===== config.mk =====
export PLATFORM = sky130hd
export DESIGN_NAME = lfda_top
export DESIGN_NICKNAME = d
export VERILOG_FILES = /design/src/lfda_pkg.sv /design/src/lfda_top.sv /design/src/lfda_pwm.sv
export VERILOG_INCLUDE_DIRS = /design/src /design/src/src
export SDC_FILE = /design/constraint.sdc
export NUM_CORES = 1
export LEC_CHECK = 0
export BUFFER_PORTS_ARGS = -buffer_cell sky130_fd_sc_hd__buf_2
export CORE_MARGIN = 1
export CORE_UTILIZATION = 25
export DETAILED_ROUTE_END_ITERATION = 8
export PLACE_DENSITY_LB_ADDON = 0.08
export SYNTH_ARGS = -nofsm -noshare
export SYNTH_HDL_FRONTEND = slang
export SYNTH_SLANG_ARGS = --single-unit

===== constraint.sdc =====
create_clock -name clk_i -period 2.45 [get_ports clk_i]
set_clock_uncertainty 0.2 [all_clocks]
set_input_delay 0.245 -clock clk_i [delete_from_list [all_inputs] [get_ports clk_i]]
set_output_delay 0.245 -clock clk_i [all_outputs]
set_load 0.1 [all_outputs]

===== src/lfda_regs.svh =====
// constants of the led fault detect and aggregate block
`ifndef LFDA_REGS_SVH
`define LFDA_REGS_SVH

`define LFDA_NCH 12
`define LFDA_NPWM 6
`define LFDA_PWM_W 10
`define LFDA_PWM_MAX 10'h3FF
`define LFDA_PWM_ZERO 10'h000
`define LFDA_PWM_ONE 10'h001
`define LFDA_SEL_W 3
`define LFDA_SEL_ON 3'h0
`define LFDA_SEL_FIRST 3'h1
`define LFDA_SEL_LAST 3'h6

`define LFDA_CLK_NS 100
`define LFDA_QUAL_NS 5000
`define LFDA_QUAL_CYC ((`LFDA_QUAL_NS + `LFDA_CLK_NS - 1) / `LFDA_CLK_NS)
`define LFDA_CNT_W 6
`define LFDA_CNT_ZERO 6'h00
`define LFDA_CNT_ONE 6'h01

`define LFDA_CMD_W 3
`define LFDA_CMD_RD_STATUS 3'h0
`define LFDA_CMD_RD_CURRENT_REFERENCE_PIN 3'h1
`define LFDA_CMD_RD_RAIL 3'h2
`define LFDA_CMD_RD_GND 3'h3
`define LFDA_CMD_RD_OPEN 3'h4
`define LFDA_CMD_RD_ADJ 3'h5
`define LFDA_CMD_CLR_STATUS 3'h6

`define LFDA_RD_W 12
`define LFDA_RD_ZERO 12'h000
`define LFDA_CH_ZERO 12'h000
`define LFDA_ST_OVT 0
`define LFDA_ST_SHORT 1
`define LFDA_ST_OPEN 2
`define LFDA_ST_ADJ 3
`define LFDA_ST_SUPPLY 4
`define LFDA_ST_CLOCK 5
`define LFDA_ST_RESET 6
`define LFDA_ST_PAD 5'h00

`define LFDA_IR_W 2
`define LFDA_IR_BAD_LO 2'h0
`define LFDA_IR_BAD_HI 2'h3
`define LFDA_IR_RST 2'h1

`endif


===== src/lfda_pkg.sv =====
// types shared by the led fault detect and aggregate block
package lfda_pkg;
`include "lfda_regs.svh"

  typedef enum logic [`LFDA_CMD_W-1:0] {
    LFDA_RD_STATUS = `LFDA_CMD_RD_STATUS,
    LFDA_RD_CURRENT_REFERENCE_PIN = `LFDA_CMD_RD_CURRENT_REFERENCE_PIN,
    LFDA_RD_RAIL = `LFDA_CMD_RD_RAIL,
    LFDA_RD_GND = `LFDA_CMD_RD_GND,
    LFDA_RD_OPEN = `LFDA_CMD_RD_OPEN,
    LFDA_RD_ADJ = `LFDA_CMD_RD_ADJ,
    LFDA_CLR_STATUS = `LFDA_CMD_CLR_STATUS
  } lfda_cmd_t;

  typedef struct packed {
    logic [`LFDA_NCH-1:0] out_en;
    logic [`LFDA_NCH-1:0] rail_chan;
    logic rail_glob;
    logic [`LFDA_NCH-1:0] gnd_chan;
    logic gnd_glob;
  } lfda_mask_t;

  typedef struct packed {
    logic [`LFDA_NCH-1:0][`LFDA_SEL_W-1:0] sel;
    logic [`LFDA_NPWM-1:0][`LFDA_PWM_W-1:0] duty;
  } lfda_pwm_cfg_t;

  typedef struct packed {
    logic overtemp;
    logic open;
    logic adjacent;
    logic supply;
    logic clock;
    logic [`LFDA_IR_W-1:0] ref_diag;
  } lfda_fault_in_t;

  typedef struct packed {
    logic valid;
    lfda_cmd_t code;
  } lfda_cmd_req_t;
endpackage


===== src/lfda_top.sv =====
// fault detection, flag aggregation and output gating of the led driver
// How it works
// - error pin pulled low while any fault flag is set
// - resistor diagnosis 00 or 11 counts as a fault
// - distinct read commands return each fault group
// - rail short checked only when lit, unmasked, both masks set, lit over 5 us
// - rail short result set on comparator abnormality, else stays normal
// - any rail short result sets the combined short flag
// - rail results and short flag returned by their read commands
// - results and flags hold until reset-status command
// - per-channel rail short mask zero disables that channel
// - ground short checked when both masks set and unlit over 5 us
// - ground short result set when output below open threshold
// - any ground short result sets combined short flag
// - ground short results returned by their read command
// - lit for duty plus one of 1024 frame steps
// - select codes 1..6 pick generators, code 0 keeps output on
// - masked output stays off
`timescale 1ns/1ps
`include "lfda_regs.svh"
module lfda_top (
  input wire logic clk_i, // 10 MHz clock
  input wire logic reset_n_i, // async reset, active low
  input wire logic clk_en_i, // freezes state while low
  input wire lfda_pkg::lfda_mask_t masks_i, // output and detection masks
  input wire lfda_pkg::lfda_pwm_cfg_t pwm_cfg_i, // channel select and duty words
  input wire logic [`LFDA_NCH-1:0] rail_cmp_i, // sense minus output below short threshold
  input wire logic [`LFDA_NCH-1:0] gnd_cmp_i, // output below open threshold
  input wire logic [`LFDA_NCH-1:0] open_result_i, // open results from open detector
  input wire logic [`LFDA_NCH-1:0] adjacent_result_i, // results from adjacent detector
  input wire lfda_pkg::lfda_fault_in_t fault_i, // other monitors' fault levels
  input wire lfda_pkg::lfda_cmd_req_t cmd_i, // decoded serial command
  output logic [`LFDA_NCH-1:0] led_on_o, // output driver on
  output logic rd_valid_o, // read answer pulse
  output logic [`LFDA_RD_W-1:0] rd_data_o, // read answer word
  output logic err_o, // error pin drive level, always low
  output logic err_oe_o // error pin pulled low
);

  logic [`LFDA_NPWM-1:0] pwm_lit;
  logic [`LFDA_NCH-1:0] led_on_d, led_on_q;
  logic [`LFDA_NCH-1:0][`LFDA_CNT_W-1:0] phase_cnt_q;
  logic [`LFDA_NCH-1:0] qual;
  logic [`LFDA_NCH-1:0] rail_hit, gnd_hit;
  logic [`LFDA_NCH-1:0] rail_res_q, gnd_res_q;
  logic any_short_q, overtemp_warn_flag_q, any_open_flag_q, any_adjacent_flag_q;
  logic supply_abnormal_flag_q, clock_fault_flag_q, reset_event_q;
  logic [`LFDA_IR_W-1:0] ref_diag_q;
  logic ref_bad;
  logic clr;
  logic [`LFDA_RD_W-1:0] status_word;
  logic [`LFDA_RD_W-1:0] rd_data_d;
  logic err_lvl_q, err_oe_q, rd_valid_q;
  logic [`LFDA_RD_W-1:0] rd_data_q;

  // channel on level from its select code and the generator outputs
  function automatic logic chan_lit(input logic [`LFDA_SEL_W-1:0] sel,
                                    input logic [`LFDA_NPWM-1:0] lit);
    logic [`LFDA_SEL_W-1:0] idx;
    idx = sel - `LFDA_SEL_FIRST;
    if (sel == `LFDA_SEL_ON)
      chan_lit = 1'b1;
    else if (sel <= `LFDA_SEL_LAST)
      chan_lit = lit[idx];
    else
      chan_lit = 1'b0;
  endfunction

  function automatic logic ir_fault(input logic [`LFDA_IR_W-1:0] d);
    ir_fault = (d == `LFDA_IR_BAD_LO) || (d == `LFDA_IR_BAD_HI);
  endfunction

  lfda_pwm u_pwm (
    .clk_i(clk_i),
    .reset_n_i(reset_n_i),
    .clk_en_i(clk_en_i),
    .duty_i(pwm_cfg_i.duty),
    .lit_o(pwm_lit)
  );

  ////////////////////////////////////////////////////////////////////////////
  // output switching
  always_comb
  begin
    for (int c = 0; c < `LFDA_NCH; c++)
      led_on_d[c] = masks_i.out_en[c] && chan_lit(pwm_cfg_i.sel[c], pwm_lit);
  end

  always_ff @(posedge clk_i or negedge reset_n_i)
  begin
    if (!reset_n_i)
      led_on_q <= `LFDA_CH_ZERO;
    else if (clk_en_i)
      led_on_q <= led_on_d;
  end

  // cycles the present lit or unlit phase has lasted, saturating
  always_ff @(posedge clk_i or negedge reset_n_i)
  begin
    if (!reset_n_i)
      phase_cnt_q <= '0;
    else if (clk_en_i)
    begin
      for (int c = 0; c < `LFDA_NCH; c++)
      begin
        if (led_on_d[c] != led_on_q[c])
          phase_cnt_q[c] <= `LFDA_CNT_ZERO;
        else if (phase_cnt_q[c] != `LFDA_CNT_W'(`LFDA_QUAL_CYC))
          phase_cnt_q[c] <= phase_cnt_q[c] + `LFDA_CNT_ONE;
      end
    end
  end

  ////////////////////////////////////////////////////////////////////////////
  // detection windows and comparator sampling
  always_comb
  begin
    for (int c = 0; c < `LFDA_NCH; c++)
    begin
      qual[c] = (phase_cnt_q[c] == `LFDA_CNT_W'(`LFDA_QUAL_CYC));
      rail_hit[c] = qual[c] && led_on_q[c] && masks_i.out_en[c] && masks_i.rail_chan[c]
                    && masks_i.rail_glob && rail_cmp_i[c];
      gnd_hit[c] = qual[c] && !led_on_q[c] && masks_i.gnd_chan[c]
                   && masks_i.gnd_glob && gnd_cmp_i[c];
    end
  end

  assign clr = cmd_i.valid && (cmd_i.code == lfda_pkg::LFDA_CLR_STATUS);

  // sticky results; a new abnormality wins over a clear in the same cycle
  always_ff @(posedge clk_i or negedge reset_n_i)
  begin
    if (!reset_n_i)
    begin
      rail_res_q <= `LFDA_CH_ZERO;
      gnd_res_q <= `LFDA_CH_ZERO;
    end
    else if (clk_en_i)
    begin
      rail_res_q <= (rail_res_q & ~{`LFDA_NCH{clr}}) | rail_hit;
      gnd_res_q <= (gnd_res_q & ~{`LFDA_NCH{clr}}) | gnd_hit;
    end
  end

  always_ff @(posedge clk_i or negedge reset_n_i)
  begin
    if (!reset_n_i)
    begin
      any_short_q <= 1'b0;
      overtemp_warn_flag_q <= 1'b0;
      any_open_flag_q <= 1'b0;
      any_adjacent_flag_q <= 1'b0;
      supply_abnormal_flag_q <= 1'b0;
      clock_fault_flag_q <= 1'b0;
    end
    else if (clk_en_i)
    begin
      any_short_q <= (any_short_q && !clr) || (|rail_hit) || (|gnd_hit);
      overtemp_warn_flag_q <= (overtemp_warn_flag_q && !clr) || fault_i.overtemp;
      any_open_flag_q <= (any_open_flag_q && !clr) || fault_i.open;
      any_adjacent_flag_q <= (any_adjacent_flag_q && !clr) || fault_i.adjacent;
      supply_abnormal_flag_q <= (supply_abnormal_flag_q && !clr) || fault_i.supply;
      clock_fault_flag_q <= (clock_fault_flag_q && !clr) || fault_i.clock;
    end
  end

  // reset event stays up until software clears the flags
  always_ff @(posedge clk_i or negedge reset_n_i)
  begin
    if (!reset_n_i)
      reset_event_q <= 1'b1;
    else if (clk_en_i && clr)
      reset_event_q <= 1'b0;
  end

  always_ff @(posedge clk_i or negedge reset_n_i)
  begin
    if (!reset_n_i)
      ref_diag_q <= `LFDA_IR_RST;
    else if (clk_en_i)
      ref_diag_q <= fault_i.ref_diag;
  end

  assign ref_bad = ir_fault(ref_diag_q);

  ////////////////////////////////////////////////////////////////////////////
  // error pin, open drain
  always_ff @(posedge clk_i or negedge reset_n_i)
  begin
    if (!reset_n_i)
      err_oe_q <= 1'b1;
    else if (clk_en_i)
      err_oe_q <= overtemp_warn_flag_q || any_short_q || any_open_flag_q
                  || any_adjacent_flag_q || supply_abnormal_flag_q || ref_bad
                  || clock_fault_flag_q || reset_event_q;
  end

  always_ff @(posedge clk_i or negedge reset_n_i)
  begin
    if (!reset_n_i)
      err_lvl_q <= 1'b0;
    else
      err_lvl_q <= 1'b0;
  end

  ////////////////////////////////////////////////////////////////////////////
  // read commands
  always_comb
  begin
    status_word = `LFDA_RD_ZERO;
    status_word[`LFDA_ST_OVT] = overtemp_warn_flag_q;
    status_word[`LFDA_ST_SHORT] = any_short_q;
    status_word[`LFDA_ST_OPEN] = any_open_flag_q;
    status_word[`LFDA_ST_ADJ] = any_adjacent_flag_q;
    status_word[`LFDA_ST_SUPPLY] = supply_abnormal_flag_q;
    status_word[`LFDA_ST_CLOCK] = clock_fault_flag_q;
    status_word[`LFDA_ST_RESET] = reset_event_q;
  end

  always_comb
  begin
    case (cmd_i.code)
      lfda_pkg::LFDA_RD_STATUS: rd_data_d = status_word;
      lfda_pkg::LFDA_RD_CURRENT_REFERENCE_PIN: rd_data_d = `LFDA_RD_W'(ref_diag_q);
      lfda_pkg::LFDA_RD_RAIL: rd_data_d = rail_res_q;
      lfda_pkg::LFDA_RD_GND: rd_data_d = gnd_res_q;
      lfda_pkg::LFDA_RD_OPEN: rd_data_d = open_result_i;
      lfda_pkg::LFDA_RD_ADJ: rd_data_d = adjacent_result_i;
      default: rd_data_d = `LFDA_RD_ZERO;
    endcase
  end

  always_ff @(posedge clk_i or negedge reset_n_i)
  begin
    if (!reset_n_i)
    begin
      rd_valid_q <= 1'b0;
      rd_data_q <= `LFDA_RD_ZERO;
    end
    else if (clk_en_i)
    begin
      rd_valid_q <= cmd_i.valid && !clr;
      if (cmd_i.valid && !clr)
        rd_data_q <= rd_data_d;
    end
  end

  assign led_on_o = led_on_q;
  assign rd_valid_o = rd_valid_q;
  assign rd_data_o = rd_data_q;
  assign err_o = err_lvl_q;
  assign err_oe_o = err_oe_q;
endmodule


===== src/lfda_pwm.sv =====
// six pwm generators sharing one 1024-step frame counter
`timescale 1ns/1ps
`include "lfda_regs.svh"
module lfda_pwm (
  input wire logic clk_i, // 10 MHz clock
  input wire logic reset_n_i, // async reset, active low
  input wire logic clk_en_i, // freezes state while low
  input wire logic [`LFDA_NPWM-1:0][`LFDA_PWM_W-1:0] duty_i, // duty word per generator
  output logic [`LFDA_NPWM-1:0] lit_o // generator lit level
);

  logic [`LFDA_PWM_W-1:0] frame_q;
  logic [`LFDA_NPWM-1:0] lit_q;

  // lit for steps 0..duty, i.e. duty plus one steps of the frame
  function automatic logic step_lit(input logic [`LFDA_PWM_W-1:0] step,
                                    input logic [`LFDA_PWM_W-1:0] duty);
    step_lit = (step <= duty);
  endfunction

  always_ff @(posedge clk_i or negedge reset_n_i)
  begin
    if (!reset_n_i)
      frame_q <= `LFDA_PWM_ZERO;
    else if (clk_en_i)
      frame_q <= frame_q + `LFDA_PWM_ONE;
  end

  always_ff @(posedge clk_i or negedge reset_n_i)
  begin
    if (!reset_n_i)
      lit_q <= '0;
    else if (clk_en_i)
    begin
      for (int g = 0; g < `LFDA_NPWM; g++)
        lit_q[g] <= step_lit(frame_q, duty_i[g]);
    end
  end

  assign lit_o = lit_q;
endmodule


==> flow_summary.toml <==
[critical_path]
cp_cell_sequence = "buf_4, mux4_2, o221a_2, o21a_1, nor2_4, o221ai_1"
critPathRequiredTime_ns = 2.56
crit_path_max_fanout = 9
crit_type = "reg2reg"
critPathCaptureType = "register"
start_kind = "register"
cp_slowest_stage_delay_ns = 0.52
r2r-start = "u_pwm.lit_o[1]"
crit_start = "u_pwm.lit_o[1]"
r2r_slack_ns = 0.07
cp_top_family = "compound AO/OA/AOI/OAI gates"
critical-path-slowest-cell = "dfrtp_2"
path_buf_inv = 1
reg2reg_depth = 6
worstReg2RegEnd = "phase_cnt_q[44]"
crit_arrival_ns = 2.48

[routing]
drt_first_pass_iters = 4
viasPerCell = 4.73
routedWlPerCell_um = 17.4
initialDrtViolationCount = 474
wirelength_mm = 36.9
drc = 0
drtAntennaViolNets = 0
num_vias = 10000

[sta]
tightest_slew_ns = 0.711
rsz0062_at_grt = "yes"
hold_viol = 0
holdWs_ns = 0.00602
finalSetupViolCount = 0
max_freq_mhz = 421
finalMaxSlewViolations = 0
period_needed_ns = 2.38
slew_headroom = 0.524
final.period_utilization = 0.970

[pwr]
power_w = 0.00966
power_density_mw_per_mm2 = 684
leakagePower_nw = 6.77
ir_drop_mv = 0.332

[logic_synthesis]
synth_fp_nets = 1537
synthArstFlopShare = 1.00
synth_top_area_share = 0.329
synthDistinctLibCells = 57
synth-seq-area-share = 0.337
synthCells = 1220
yosysTopAreaCell = "dfrtp_1"
ys.flop_type = "dfrtp_1"
synth-seq-cells = 147
synth_area_mm2 = 0.0109
yosysWarnings = 0
synth.avg_cell_area_um2 = 8.97
synthTopCellsByArea = "dfrtp_1 33%, ha_1 14%, a21oi_1 4.1%"
synth-edff-count = 0

[hold_path]
worstHoldPathCells = 3
min_path_type = "in2reg"
min_from = "masks_i[4]"
hold_end = "gnd_res_q[3]"

[clocking]
clockBufferDepth = 2
cts_root_buf = "clkbuf_16"
clk_latency_ns = 0.43
clk_pin_slew_ns = 0.06
clock_sinks = 147
htreeDepth = 4
cts_buffers = 17
tritoncts = "yes"

[global_route]
grt_use_met3 = 0.0351
grt_util_met1 = 0.222
use_met2 = 0.286
antenna_found_initial = 9
grt_usage = 0.170
grt-ovfl-total = 0
grt_pass1_vias = 10100
grt_pass1_wl_mm = 57.1
grt_max_degree = 63
grt_busiest_layer = "met2"

[layout]
drive_gt1_frac = 0.247
layout.nets = 1833
layout_common_cells = "219 x buf_2, 140 x dfrtp_1, 121 x ha_1"
mostFrequentLayoutCell = "buf_2"
fillers = 4579
syn2layout_area_growth_pct = 29.0

[placement]
post-dp-hpwl_mm = 28.7
gp_congestion = 0.812
portBuffers = 221

[floorplan]
die_area_mm2 = 0.0446
core-area_mm2 = 0.0431
boundaryPins = 223
initial_core_util = 0.254
num_rows = 76
die_w_um = 211
die_h_um = 211

[run]
cap_viol_max_count = 0

[run_status]
status = "finished clean"
-- worst max path at each step --
stage	slack [ns]	to	cells past startpoint
2_1_floorplan	0.17	phase_cnt_q[36]	7
3_3_place_gp	-0.13	phase_cnt_q[63]	6
3_5_place_dp	-0.12	phase_cnt_q[63]	6
4_1_cts	0.001	phase_cnt_q[20]	6
5_1_grt	-0.0002	phase_cnt_q[20]	6
6_report	0.07	phase_cnt_q[44]	6
-- metrics by stage --
step	utilization	cells	setup TNS, ns	cell area, um^2	setup slack, ns
finish	0.328	2117	0	14100	0.0733
floorplan	-	1220	0	10900	0.169
global placement	0.303	2042	-1.78	13100	-0.127
CTS	0.326	2112	0	14100	0.00110
detailed placement	0.303	2042	-2.53	13100	-0.124
global route	0.327	2113	-0.000165	14100	-0.000165
-- synthesized netlist by cell type (5+ instances only) --
cell type	number
o21ai_1	6
nor2_2	5
a31oi_1	7
mux2i_1	14
mux2_2	18
and4_1	6
nand2_1	87
clkbuf_1	26
nor2_1	87
a22oi_1	11
and2_1	6
and3_1	24
mux4_2	9
o2bb2ai_1	28
nand3b_1	8
xor2_1	12
nand4_1	32
nand3_1	41
nor3_1	25
a22o_1	24
o211ai_1	8
nand2b_1	34
a21o_1	23
xnor2_1	21
inv_1	120
or2_2	7
o22ai_1	6
o21ai_0	63
nor2b_1	26
mux4_1	5
ha_1	121
dfrtp_1	144
a21oi_1	90
o221ai_1	9
nand4b_1	6
-- state kept, by name, summed over array words and instances, names as in the netlist --
register	count
any_adjacent_flag_q	1
rd_data_o	12
err_oe_o	1
supply_abnormal_flag_q	1
u_pwm.lit_o	6
clock_fault_flag_q	1
led_on_o	12
any_short_q	1
overtemp_warn_flag_q	1
phase_cnt_q	72
reset_event_q	1
u_pwm.frame_q	10
rd_valid_o	1
gnd_res_q	12
ref_diag_q	2
rail_res_q	12
any_open_flag_q	1
-- power breakdown --
part           total, W  switching (W)  leakage, nW  internal, W
registers       0.00373       0.000789         1.88      0.00294
logic           0.00331        0.00185         4.60      0.00145
clock network   0.00262        0.00111        0.278      0.00151
total           0.00966        0.00375         6.77      0.00590
-- logic make-up (layout without fill, tap and decap cells) --
group	after synthesis	in the layout	share of synthesized area
other	1	5	0.000343
AOI/OAI and AO/OA	308	308	0.187
DFF	147	147	0.337
adders and majority gates	121	121	0.138
xor gates and xnor gates	34	34	0.0279
buffers and inverters	155	463	0.0557
and+or+nand+nor	407	407	0.191
muxes	47	47	0.0629
-- worst reg2reg max path, delay by kind of cell (launching register included) --
kind,cells,cell delay [ns]
muxes,1,0.45
AOI/OAI and AO/OA,3,0.69
and+or+nand+nor,1,0.19
buffers and inverters,1,0.19
DFF,1,0.52
-- area by class of cell --
class | count | area, um^2 | share of cell area
clock buffers | 21 | 480 | 0.0340
well taps | 585 | 732 | 0.0519
flip-flops and latches | 147 | 3690 | 0.261
multi-input cells | 918 | 6710 | 0.476
repair buffers | 312 | 1950 | 0.138
diodes | 4 | 10.0 | 0.000709
inverters | 120 | 450 | 0.0319
clock inverters | 10 | 97.6 | 0.00691
-- per-layer routing --
metal | wire (um) | vias up
met1 | 17400 | 4790
met4 | 469 | 8
li1 | - | 4977
met5 | 73 | -
met2 | 17400 | 215
met3 | 1540 | 26
-- repair_timing --
action	4_1_cts	5_1_grt
pin swaps	0	6
setup endpoints to repair	48	27
gates resized for setup	7	13
hold buffers	39	0
hold endpoints to repair	84	0
buffers inserted	0	1
Power figures use the tool's default switching activity.
